<file path="config.mk">
export PLATFORM = sky130hd
export DESIGN_NAME = wwp_pump_ctrl
export DESIGN_NICKNAME = d
export VERILOG_FILES = /design/src/logic/wwp_pkg.sv /design/src/logic/wwp_pump_ctrl.sv /design/src/logic/wwp_sensor_check.sv
export SDC_FILE = /design/constraint.sdc
export NUM_CORES = 1
export LEC_CHECK = 0
export BUFFER_PORTS_ARGS = -buffer_cell sky130_fd_sc_hd__buf_2
export CAP_MARGIN = 20
export CORE_AREA = 2 2 39 41
export CTS_CLUSTER_DIAMETER = 50
export DETAILED_ROUTE_END_ITERATION = 10
export DIE_AREA = 0 0 41 43
export PLACE_DENSITY = 0.48
export SETUP_SLACK_MARGIN = 0.15
export SLEW_MARGIN = 5
export SYNTH_ARGS = -nofsm -noshare
export SYNTH_HDL_FRONTEND = slang
export SYNTH_SLANG_ARGS = --single-unit
</file>
<file path="constraint.sdc">
create_clock -name clk_sys -period 0.9 [get_ports clk_sys]
set_input_delay 0.18 -clock clk_sys [delete_from_list [all_inputs] [get_ports clk_sys]]
set_output_delay 0.18 -clock clk_sys [all_outputs]
set_load 0.02 [all_outputs]
</file>
<file path="src/logic/wwp_pkg.sv">
// shared constants for the wet well pump controller
package wwp_pkg;
    // expansion input positions, zero based within the four-bit input group
    localparam int unsigned WWP_IN_RESET = 0;
    localparam int unsigned WWP_IN_CRIT = 1;
    localparam int unsigned WWP_IN_HIGH = 2;
    localparam int unsigned WWP_IN_LOW = 3;
    localparam int unsigned WWP_IN_W = 4;
    // expansion relay positions, zero based within the three-bit relay group
    localparam int unsigned WWP_RLY_FAIL = 0;
    localparam int unsigned WWP_RLY_CRIT = 1;
    localparam int unsigned WWP_RLY_SPARE = 2;
    localparam int unsigned WWP_RLY_W = 3;
    // reset values
    localparam logic WWP_FAULT_RST = 1'h0;
    localparam logic WWP_BTN_RST = 1'h0;
    localparam logic WWP_CMD_RST = 1'h0;
    localparam logic [WWP_RLY_W-1:0] WWP_RLY_RST = 3'h0;
    typedef enum logic [1:0] {
        WWP_IDLE,
        WWP_PUMP,
        WWP_FAULT
    } wwp_state_t;
endpackage

</file>
<file path="src/logic/wwp_pump_ctrl.sv">
// wet well pump control: level sensors to start/stop and pilot relays
`timescale 1ns/1ps
module wwp_pump_ctrl
    import wwp_pkg::*;
(
    input wire logic clk_sys,
    input wire logic rst,
    input wire logic [wwp_pkg::WWP_IN_W-1:0] exp_in,
    output logic [wwp_pkg::WWP_RLY_W-1:0] exp_relay,
    output logic motor_start,
    output logic motor_stop,
    output logic sensor_fault
);
    import wwp_pkg::*;

    // level sensors and button picked off the card
    logic crit_in;
    logic high_in;
    logic low_in;
    logic btn_in;
    // sensor consistency results
    logic fault_now;
    logic well_empty;
    // button edge detector
    logic btn_q;
    logic btn_d;
    logic btn_press;
    // pumping state
    wwp_state_t state_q;
    wwp_state_t state_d;
    // commands into the starter logic
    logic start_q;
    logic start_d;
    logic stop_q;
    logic stop_d;
    // pilot relays
    logic [WWP_RLY_W-1:0] relay_q;
    logic [WWP_RLY_W-1:0] relay_d;
    // fault annunciation
    logic fault_q;
    logic fault_d;

    // pick sensors and button off the expansion inputs
    assign crit_in = exp_in[WWP_IN_CRIT];
    assign high_in = exp_in[WWP_IN_HIGH];
    assign low_in = exp_in[WWP_IN_LOW];
    assign btn_in = exp_in[WWP_IN_RESET];

    wwp_sensor_check u_check (
        .crit_high(crit_in),
        .high(high_in),
        .low(low_in),
        .fault(fault_now),
        .empty(well_empty)
    );

    // true for the latched fault state; several output groups decode it
    // decoding kept in one place so relay, stop and flag cannot disagree
    function automatic logic is_fault_state(input wwp_state_t s);
        is_fault_state = (s == WWP_FAULT);
    endfunction

    // button edge detector next values
    // a held button must clear only once, so only the rising edge counts
    always_comb
    begin
        btn_d = btn_in;
        btn_press = btn_in && !btn_q;
    end

    // button history; resets to the released level, so no false edge
    always_ff @(posedge clk_sys or posedge rst)
    begin
        if (rst)
        begin
            btn_q <= WWP_BTN_RST;
        end
        else
        begin
            btn_q <= btn_d;
        end
    end

    // pumping state next value
    // pumping starts on high and ends when the well is empty or a sensor fault is seen
    always_comb
    begin
        state_d = state_q;
        case (state_q)
            WWP_IDLE:
            begin
                // a fault wins over starting a new pumping cycle
                if (fault_now)
                    state_d = WWP_FAULT;
                else if (high_in)
                    state_d = WWP_PUMP;
            end
            WWP_PUMP:
            begin
                // low still wet keeps the cycle going after high drops
                if (fault_now)
                    state_d = WWP_FAULT;
                else if (well_empty)
                    state_d = WWP_IDLE;
            end
            WWP_FAULT:
            begin
                // fault stays latched while the condition persists
                if (btn_press && !fault_now)
                    state_d = high_in ? WWP_PUMP : WWP_IDLE;
            end
            default:
            begin
                // an unused code stops the motor rather than guess
                state_d = WWP_FAULT;
            end
        endcase
    end

    // state register; reset comes up idle with nothing commanded
    always_ff @(posedge clk_sys or posedge rst)
    begin
        if (rst)
        begin
            state_q <= WWP_IDLE;
        end
        else
        begin
            state_q <= state_d;
        end
    end

    // start and stop next values
    // commands feed starter logic directly, no pins needed
    // start follows the live high sensor, so a stuck latch cannot run dry
    always_comb
    begin
        start_d = (state_d == WWP_PUMP) && high_in;
        stop_d = is_fault_state(state_d)
            || well_empty;
    end

    // command registers; reset leaves both commands released
    always_ff @(posedge clk_sys or posedge rst)
    begin
        if (rst)
        begin
            start_q <= WWP_CMD_RST;
            stop_q <= WWP_CMD_RST;
        end
        else
        begin
            start_q <= start_d;
            stop_q <= stop_d;
        end
    end

    // pilot relay next values; the spare relay stays released
    // critical lamp follows the raw input, even during a sensor fault
    always_comb
    begin
        relay_d = WWP_RLY_RST;
        relay_d[WWP_RLY_FAIL] = is_fault_state(state_d);
        relay_d[WWP_RLY_CRIT] = crit_in;
    end

    // relay registers
    always_ff @(posedge clk_sys or posedge rst)
    begin
        if (rst)
        begin
            relay_q <= WWP_RLY_RST;
        end
        else
        begin
            relay_q <= relay_d;
        end
    end

    // fault annunciation next value
    // kept in its own flop so the output is registered like the rest
    always_comb
    begin
        fault_d = is_fault_state(state_d);
    end

    // fault annunciation register
    always_ff @(posedge clk_sys or posedge rst)
    begin
        if (rst)
        begin
            fault_q <= WWP_FAULT_RST;
        end
        else
        begin
            fault_q <= fault_d;
        end
    end

    // ports come straight from the registers
    assign motor_start = start_q;
    assign motor_stop = stop_q;
    assign exp_relay = relay_q;
    assign sensor_fault = fault_q;
endmodule

</file>
<file path="src/logic/wwp_sensor_check.sv">
// combinational consistency check of the three level sensors
`timescale 1ns/1ps
module wwp_sensor_check (
    input wire logic crit_high,
    input wire logic high,
    input wire logic low,
    output logic fault,
    output logic empty
);
    // low dry while an upper sensor is wet cannot happen physically
    always_comb
    begin
        fault = (!low && (high || crit_high))
            || (!high && crit_high);
        empty = !crit_high && !high && !low;
    end
endmodule

</file>
==> impl_metrics.py, run 1 <==
metrics = {
    "layout": {
        "nets": 43,
        "area_growth_pct": 46.98,
        "drive_gt1_share_pct": 50.00,
        "antennaDiodeCount": 0,
    },
    "floorplan": {
        "io_pins": 12,
        "rows": 14,
        "coreArea_mm2": 0.001384,
        "start_util_pct": 20.98,
        "die_area_mm2": 0.001763,
        "die_h_um": 43,
        "die_x_um": 41,
    },
    "logic_synthesis": {
        "syn_inst": 23,
        "syn_avg_cell_area_um2": 12.62,
        "yosys_warnings": 0,
        "synth_area_um2": 290.3,
        "synth_seq_area_share_pct": 60.34,
        "syn_nets": 29,
        "synth.distinct_cells": 13,
        "ys_seq_elements": 7,
    },
    "worst_setup_path": {
        "crit_path_start_kind": "register",
        "cp.depth": 1,
        "critical_path.top_delay_family": "flip-flops",
        "rr_worst_depth": 2,
        "path_buf_inv": 1,
        "regToRegSetupSlack_ns": -0.04,
        "max_stage_delay_ns": 0.41,
        "cp.arrival_ns": 0.78,
        "crit_required_ns": 0.72,
        "slowest_stage": "dfrtp_2",
        "endpoint_kind": "primary output",
        "worstSetupPathType": "reg -> out",
        "crit_fanout": 2,
        "crit_chain": "buf_6",
    },
    "timing": {
        "fmax_mhz": 1037,
        "setup_viol": 9,
        "final_hold_viol_count": 0,
        "fin_skew_ns": 0.003342,
        "setup_tns_ns": -0.3168,
        "finalWorstSetupSlack_ns": -0.06403,
        "fin_crit_sh_pct": 107.1,
        "period_needed_ns": 0.9640,
        "rsz0062_at_grt": "yes",
        "drv_slew": 0,
    },
    "cts": {
        "clock_path_buffers": 2,
        "clk_pin_slew_ns": 0.05,
        "cts_tree": "done",
        "cts_buffers": 3,
        "postCtsSetupBuffers": 0,
        "clock_latency_ns": 0.25,
        "cts.root.buffer_cell": "clkbuf_4",
        "clock-sinks": 7,
        "cts_max_level": 1,
    },
    "routing": {
        "drcViolationCount": 0,
        "wl_per_cell_um": 9.154,
        "routed_via_density": 4.096,
        "wl_um": 476,
        "vias": 213,
        "postRouteAntennaNets": 0,
        "drt_iter0_markers": 0,
        "first_pass_iters": 1,
    },
    "power_and_ir_drop": {
        "powerDensity_mw_per_mm2": 1731,
        "clock_power_share_pct": 38.0,
        "p_total_uw": 738.6,
        "combPwrFrac_pct": 15.2,
        "p_leak_nw": 0.2115,
        "switchingPower_uw": 179.0,
        "vdd_drop_max_mv": 0.4564,
        "seqPwrFrac_pct": 46.8,
        "swShare_pct": 24.24,
        "p_int_uw": 559.5,
    },
    "global_routing": {
        "grtUsageTotal_pct": 8.207,
        "grt_pass1_vias": 228,
        "overflow": 0,
        "grt_pass1_wl_um": 897,
        "antenna_found_initial": 0,
        "grt_max_degree": 8,
    },
    "placement": {
        "io_buffers": 10,
        "routabilityCongestion": 0.8126,
    },
    "run_status": {
        "failed_checks": "negative setup slack",
        "status": "finished, violations left",
    },
    "worst_hold_path": {
        "hp-class": "in -> reg",
        "holdPathStages": 1,
    },
    "flow_run": {
        "maxCapViolCount": 0,
    },
}
==> cells by family after synthesis <==
family	count (synthesis)	synth area share, %
buf+inv	5	9.050
simple gates	5	16.38
other cells	1	1.292
flops	7	60.35
compound gates	5	12.93
==> synthesized netlist by cell type (all sizes together) <==
master,count,area (um2)
nor2,1,3.750
buf,2,15.01
conb,1,3.750
inv,3,11.26
dfrtp,7,175.2
o21a,1,7.510
and3b,1,10.01
and2,1,8.760
nor3b,1,12.51
a211o,1,8.760
o22ai,2,12.51
o221ai,1,8.760
and4bb,1,12.51
==> power groups by stage <==
stage	registers (mW)	clock network [mW]	logic (mW)
2_1_floorplan	0.360	0	0.0508
3_3_place_gp	0.346	0	0.0889
3_5_place_dp	0.346	0	0.0886
4_1_cts	0.346	0.294	0.110
5_1_grt	0.349	0.317	0.124
6_report	0.346	0.280	0.112
==> cell type report <==
cell class              instances  area (um2)
fillers                       145       957.2
flip-flops and latches          7       176.4
multi-input cells              11       101.3
repair buffers                 11       91.34
clock buffers                   4       26.28
well taps                      16       20.02
inverters                       3       11.26
==> path summary, 6_finish.rpt <==
path	from	to
worst min-delay path	exp_in[0]	btn_q
worst max register to register	state_q[1]	state_q[0]
min in group asynchronous	rst	motor_stop
max in group asynchronous	rst	exp_relay[0]
worst max-delay path	exp_relay[0]	exp_relay[0]
worst min register to register	btn_q	motor_stop
==> state kept, by name, summed over array words and instances, names as in the netlist <==
| name | cells |
|---|---|
| exp_relay | 2 |
| state_q | 2 |
| btn_q | 1 |
| motor_start | 1 |
| motor_stop | 1 |
==> per-stage QoR <==
| step | utilization, % | worst slack, ns | hold slack [ns] | std cells | instance area [um2] |
|---|---|---|---|---|---|
| floorplan | - | 0.01144 | -0.01667 | 23 | 295.3 |
| global placement | 25.05 | -0.03060 | 0.1228 | 47 | 346.6 |
| detailed placement | 25.05 | -0.05248 | 0.1194 | 47 | 346.6 |
| CTS | 30.38 | -0.07663 | 0.04449 | 52 | 420.4 |
| global route | 30.83 | -0.1031 | 0.04464 | 52 | 426.7 |
| finish | 30.83 | -0.06403 | 0.05588 | 52 | 426.7 |
==> what timing repair did <==
action,in CTS,in global routing
setup endpoints to repair,10,10
gates resized for setup,11,1
cloned,0,0
hold buffers,1,0
endpoints found under the hold margin,7,0
pin swaps,4,1
==> cells in the final DEF (no fill, tap or decap) <==
| cell type | count |
|---|---|
| nor3b_4 | 1 |
| buf_6 | 5 |
| o21a_1 | 1 |
| clkbuf_4 | 3 |
| a211o_1 | 1 |
| conb_1 | 1 |
| and2_4 | 1 |
| o22ai_1 | 2 |
| o221ai_2 | 1 |
| clkbuf_1 | 1 |
| dfrtp_2 | 1 |
| inv_1 | 3 |
| dlygate4sd3_1 | 1 |
| buf_2 | 5 |
| dfrtp_1 | 6 |
| and3b_2 | 1 |
| and4bb_1 | 1 |
| nor2_1 | 1 |
==> routing by layer <==
| metal | global-route usage, % | part of all wire [%] | routed length [um] | up-vias |
|---|---|---|---|---|
| met5 | 0 | 0 | 0 | - |
| met4 | 10.00 | 5.0 | 24 | 0 |
| met3 | 3.141 | 6.7 | 32 | 4 |
| met2 | 10.31 | 44 | 211 | 10 |
| met1 | 8.940 | 44 | 208 | 95 |
| li1 | - | - | - | 104 |
Power figures use the tool's default switching activity.
==> run 2: changes to the inputs <==
--- a/config.mk
+++ b/config.mk
@@ -8,6 +8,7 @@
 export BUFFER_PORTS_ARGS = -buffer_cell sky130_fd_sc_hd__buf_2
 export CAP_MARGIN = 20
 export CORE_AREA = 2 2 39 41
+export CTS_BUF_LIST = sky130_fd_sc_hd__clkbuf_4 sky130_fd_sc_hd__clkbuf_8
 export CTS_CLUSTER_DIAMETER = 50
 export DETAILED_ROUTE_END_ITERATION = 10
 export DIE_AREA = 0 0 41 43
==> run 2 against run 1 <==
- the flow still finishes with violations (negative setup slack)
- non-clock buffer count stayed put
- highest routed layer unchanged
- sequential share of layout area is 0.24 points higher
- final area is 0.59% lower
- critical endpoint unchanged
- critical path depth stayed put
==> impl_metrics.py, run 2 (synthesized netlist as in run 1, its figures left out) <==
metrics = {
    "placement": {
        "place_ws_ns": -0.05248,
        "dp_cells": 47,
        "routabilityCongestion": 0.8126,
        "io_buffers": 10,
    },
    "worst_setup_path": {
        "crit_path_start_kind": "register",
        "crit_required_ns": 0.72,
        "crit_fanout": 2,
        "endpoint_kind": "primary output",
        "cp.arrival_ns": 0.78,
        "critical_path.top_delay_family": "flip-flops",
        "slowest_stage": "dfrtp_2",
        "crit_chain": "buf_6",
        "worstSetupPathType": "reg -> out",
        "max_stage_delay_ns": 0.41,
        "path_buf_inv": 1,
    },
    "cts": {
        "cts.root.buffer_cell": "clkbuf_4",
        "clock_latency_ns": 0.25,
        "clock_path_buffers": 2,
        "cts_buffers": 3,
        "cts_max_level": 1,
        "cts_tree": "done",
        "clock-sinks": 7,
        "clk_pin_slew_ns": 0.05,
    },
    "timing": {
        "finalWorstSetupSlack_ns": -0.06416,
        "final_hold_viol_count": 0,
        "fmax_mhz": 1037,
        "period_needed_ns": 0.9642,
        "holdWs_ns": 0.05115,
        "fin_crit_sh_pct": 107.1,
        "setup_viol": 8,
        "setup_tns_ns": -0.2720,
        "drv_slew": 0,
        "fin_skew_ns": 0.004850,
        "rsz0062_at_grt": "yes",
    },
    "flow_run": {
        "maxCapViolCount": 0,
    },
    "power_and_ir_drop": {
        "swShare_pct": 23.38,
        "vdd_drop_max_mv": 0.4619,
        "p_leak_nw": 0.2146,
        "seqPwrFrac_pct": 45.0,
        "powerDensity_mw_per_mm2": 1811,
        "switchingPower_uw": 179.6,
        "combPwrFrac_pct": 14.2,
        "clock_power_share_pct": 40.8,
        "p_int_uw": 588.7,
    },
    "layout": {
        "final_core_util_pct": 30.65,
        "final_cells": 52,
        "fillers": 145,
        "layout_common_cells": "6 x dfrtp_1, 5 x buf_2, 5 x buf_6",
        "final_common_cell": "dfrtp_1",
        "area_growth_pct": 46.12,
        "nets": 43,
        "drive_gt1_share_pct": 50.00,
        "antennaDiodeCount": 0,
    },
    "floorplan": {
        "die_x_um": 41,
        "io_pins": 12,
        "start_util_pct": 20.98,
        "coreArea_mm2": 0.001384,
        "die_h_um": 43,
        "die_area_mm2": 0.001763,
        "rows": 14,
    },
    "worst_hold_path": {
        "hp-class": "in -> reg",
    },
    "run_status": {
        "failed_checks": "negative setup slack",
        "status": "finished, violations left",
    },
    "routing": {
        "drcViolationCount": 0,
        "top_layer": "met4",
        "vias": 212,
        "first_pass_iters": 2,
        "postRouteAntennaNets": 0,
        "wl_um": 476,
        "wl_met3_um": 35,
        "drt_iter0_markers": 6,
        "wl_met1_um": 214,
        "wl_per_cell_um": 9.154,
        "routed_via_density": 4.077,
        "met2_length_um": 200,
    },
    "global_routing": {
        "overflow": 0,
        "grt_max_degree": 8,
        "grtUsageTotal_pct": 8.207,
        "grt_pass1_vias": 228,
        "grt_pass1_wl_um": 897,
        "antenna_found_initial": 0,
    },
}
==> run 2: final timing paths <==
| kind | start | endpoint | slack (ns) | cells past startpoint |
|---|---|---|---|---|
| worst max-delay path | exp_relay[0] | exp_relay[0] | -0.06 | 1 |
| worst min-delay path | exp_in[0] | btn_q | 0.05 | 1 |
| worst max register to register | state_q[1] | state_q[0] | -0.04 | 2 |
| worst min register to register | btn_q | motor_stop | 0.61 | 2 |
| max in group asynchronous | rst | exp_relay[0] | 0.28 | 3 |
| min in group asynchronous | rst | motor_stop | 0.39 | 3 |
==> run 2: power by group through the flow <==
stage / combinational, mW / sequential, mW / clock (mW)
after floorplan: 0.0508 / 0.360 / 0
after global placement: 0.0889 / 0.346 / 0
after detailed placement: 0.0886 / 0.346 / 0
after CTS: 0.110 / 0.346 / 0.321
after global routing: 0.121 / 0.349 / 0.347
final: 0.109 / 0.346 / 0.313
==> run 2: timing repair <==
item,CTS,global route
hold endpoints to repair,7,0
gates resized for setup,11,0
hold buffers,1,0
setup endpoints to repair,10,10
pin swaps,4,0
buffers inserted,0,0
==> run 2: metal layers <==
| layer | global-route usage (%) | vias up |
|---|---|---|
| li1 | - | 102 |
| met1 | 8.940 | 96 |
| met2 | 10.31 | 10 |
| met3 | 3.141 | 4 |
| met4 | 10.00 | 0 |
| met5 | 0 | - |
==> run 2: per-stage QoR <==
stage               power, mW  cell area [um2]
global placement       0.4344            346.6
global route           0.8169            424.2
floorplan              0.4109            295.3
detailed placement     0.4349            346.6
finish                 0.7683            424.2
CTS                    0.7770            424.2
==> run 2: cell type report <==
class,instances,area [um2],share of cell area [%]
multi-input cells,11,95.09,22.42
well taps,16,20.02,4.720
repair buffers,11,91.34,21.53
flip-flops and latches,7,176.4,41.59
clock buffers,4,30.03,7.080
inverters,3,11.26,2.655
==> run 3: changes to the inputs <==
--- a/config.mk
+++ b/config.mk
@@ -12,9 +12,10 @@
 export CTS_CLUSTER_DIAMETER = 50
 export DETAILED_ROUTE_END_ITERATION = 10
 export DIE_AREA = 0 0 41 43
-export PLACE_DENSITY = 0.48
+export PLACE_DENSITY = 0.49
 export SETUP_SLACK_MARGIN = 0.15
 export SLEW_MARGIN = 5
 export SYNTH_ARGS = -nofsm -noshare
 export SYNTH_HDL_FRONTEND = slang
+export SYNTH_HIERARCHICAL = 1
 export SYNTH_SLANG_ARGS = --single-unit
==> run 3 against run 2 <==
- the run still ends with negative setup slack left
- setup slack got worse by 0.0062 ns
- critical path depth up 2
- worst hold slack gained 0.0098 ns
- sequential share of layout area down 4.2 points
- critical path type is now reg -> reg
==> impl_metrics.py, run 3 <==
metrics = {
    "run_status": {
        "status": "finished, violations left",
        "failed_checks": "negative setup slack",
    },
    "logic_synthesis": {
        "syn_avg_cell_area_um2": 11.91,
        "yosysMostFrequentCell": "dfrtp_1",
        "synth.distinct_cells": 13,
        "synth_common_cells": "7 x dfrtp_1, 3 x a21o_2, 3 x inv_1",
        "synth_edf_count": 0,
        "synth-async-reset-ratio_pct": 100.0,
        "syn_nets": 31,
        "syn_inst": 25,
        "ys_seq_elements": 7,
        "synth_area_um2": 297.8,
        "yosys_warnings": 6,
        "yosys.area.top_type_share_pct": 58.82,
        "synth_ff_type": "dfrtp_1",
        "synth_area_leaders": "dfrtp_1 59%, a21o_2 8.8%, mux2i_1 6.7%, buf_4 5.0%, inv_1 3.8%",
        "synthDominantAreaCellType": "dfrtp_1",
        "synth_seq_area_share_pct": 58.82,
    },
    "worst_setup_path": {
        "crit_path_end": "motor_stop",
        "max_stage_delay_ns": 0.40,
        "slowest_stage": "dfrtp_1",
        "crit_chain": "nor2_2, nand2_2, a211o_1",
        "cp.arrival_ns": 1.10,
        "cp.depth": 3,
        "worstSetupPathType": "reg -> reg",
        "endpoint_kind": "register",
        "critical_path.top_delay_family": "flip-flops",
        "crit_required_ns": 1.03,
        "path_buf_inv": 0,
        "reg2reg_to": "motor_stop",
        "rr_worst_depth": 3,
        "crit_path_start_kind": "register",
        "regToRegSetupSlack_ns": -0.07,
        "r2r-start": "state_q[0]",
        "crit_fanout": 4,
        "worstSetupStartpoint": "state_q[0]",
    },
    "placement": {
        "routabilityCongestion": 0.7789,
        "io_buffers": 10,
        "dp_cells": 53,
        "place_ws_ns": -0.1121,
        "place_hpwl_um": 462.8,
    },
    "power_and_ir_drop": {
        "p_leak_nw": 0.2203,
        "p_int_uw": 619.6,
        "vdd_drop_max_mv": 0.6174,
        "p_total_uw": 826.7,
        "clock_power_share_pct": 38.2,
        "combPwrFrac_pct": 18.9,
        "switchingPower_uw": 207.0,
        "powerDensity_mw_per_mm2": 1753,
        "seqPwrFrac_pct": 42.8,
        "swShare_pct": 25.05,
    },
    "layout": {
        "final_cells": 58,
        "nets": 49,
        "drive_gt1_share_pct": 64.29,
        "layout_common_cells": "6 x dfrtp_1, 6 x buf_6, 5 x buf_2",
        "fillers": 145,
        "antennaDiodeCount": 0,
        "area_growth_pct": 58.40,
        "final_core_util_pct": 34.09,
    },
    "routing": {
        "drt_iter0_markers": 7,
        "postRouteAntennaNets": 0,
        "first_pass_iters": 2,
        "wl_um": 603,
        "drcViolationCount": 0,
        "wl_per_cell_um": 10.40,
        "vias": 233,
        "routed_via_density": 4.017,
    },
    "worst_hold_path": {
        "holdPathStages": 1,
        "hp-class": "in -> reg",
    },
    "cts": {
        "cts.root.buffer_cell": "clkbuf_4",
        "cts_buffers": 3,
        "clock-sinks": 7,
        "clock_path_buffers": 2,
        "clk_pin_slew_ns": 0.05,
        "postCtsSetupBuffers": 0,
        "cts_tree": "done",
        "cts_max_level": 1,
        "clock_latency_ns": 0.25,
    },
    "global_routing": {
        "grtUsageTotal_pct": 8.925,
        "overflow": 0,
        "grt_pass1_wl_um": 959,
        "antenna_found_initial": 0,
        "grt_max_degree": 8,
        "grt_pass1_vias": 237,
    },
    "floorplan": {
        "die_x_um": 41,
        "coreArea_mm2": 0.001384,
        "start_util_pct": 21.52,
        "die_area_mm2": 0.001763,
        "io_pins": 12,
        "die_h_um": 43,
        "rows": 14,
    },
    "flow_run": {
        "maxCapViolCount": 0,
    },
    "timing": {
        "period_needed_ns": 0.9703,
        "setup_viol": 8,
        "drv_slew": 0,
        "fmax_mhz": 1031,
        "finalWorstSetupSlack_ns": -0.07033,
        "fin_skew_ns": 0.001947,
        "fin_crit_sh_pct": 107.8,
        "holdWs_ns": 0.06092,
        "rsz0062_at_grt": "yes",
        "final_hold_viol_count": 0,
    },
}
==> run 3: stage by stage <==
stage           TNS, ns  cell area, um2
2_1_floorplan  -0.01687           311.5
6_report        -0.3803           471.7
4_1_cts         -0.3910           471.7
3_5_place_dp    -0.1918           392.9
3_3_place_gp    -0.1539           392.9
5_1_grt         -0.7733           471.7
==> run 3: logic make-up after synthesis <==
| kind of cell | Yosys count | share of synthesized area (%) |
|---|---|---|
| flops | 7 | 58.82 |
| compound gates | 6 | 16.39 |
| buf+inv | 5 | 8.822 |
| simple gates | 4 | 7.986 |
| mux | 2 | 6.723 |
| other cells | 1 | 1.259 |
==> run 3: worst min path at each step <==
stage                    from    endpoint  slack, ns
floorplan                 rst       btn_q      -0.02
global placement          rst  motor_stop       0.12
detailed placement        rst  motor_stop       0.13
CTS                 exp_in[0]       btn_q       0.06
global route        exp_in[0]       btn_q       0.05
finish              exp_in[0]       btn_q       0.06
==> run 3: per-layer routing <==
| metal | wire length, um | part of all wire [%] | track usage, % | up-vias |
|---|---|---|---|---|
| li1 | - | - | - | 116 |
| met1 | 268 | 44 | 9.635 | 108 |
| met2 | 311 | 52 | 11.88 | 9 |
| met3 | 22 | 3.6 | 3.141 | 0 |
| met4 | 0 | 0 | 10.00 | 0 |
| met5 | 0 | 0 | 0 | - |
==> run 3: layout make-up <==
class	count	area, um2	share of cell area (%)
clock buffer	4	30.03	6.366
inverter	3	11.26	2.387
multi-input combinational	13	108.9	23.08
sequential	7	176.4	37.40
tap	16	20.02	4.244
timing repair buffer	15	125.1	26.53
==> run 3: timing repair <==
| item | 4_1_cts | 5_1_grt |
|---|---|---|
| resized for setup | 12 | 0 |
| endpoints found under the setup margin | 10 | 10 |
| pin swaps | 2 | 2 |
| endpoints found under the hold margin | 7 | 0 |
| hold buffers | 1 | 0 |
==> run 3: power by group through the flow <==
stage | clock, mW | combinational [mW] | sequential (mW)
after floorplan | 0 | 0.0668 | 0.372
after global placement | 0 | 0.127 | 0.353
after detailed placement | 0 | 0.131 | 0.355
after CTS | 0.323 | 0.158 | 0.354
after global routing | 0.346 | 0.169 | 0.356
final | 0.316 | 0.156 | 0.354
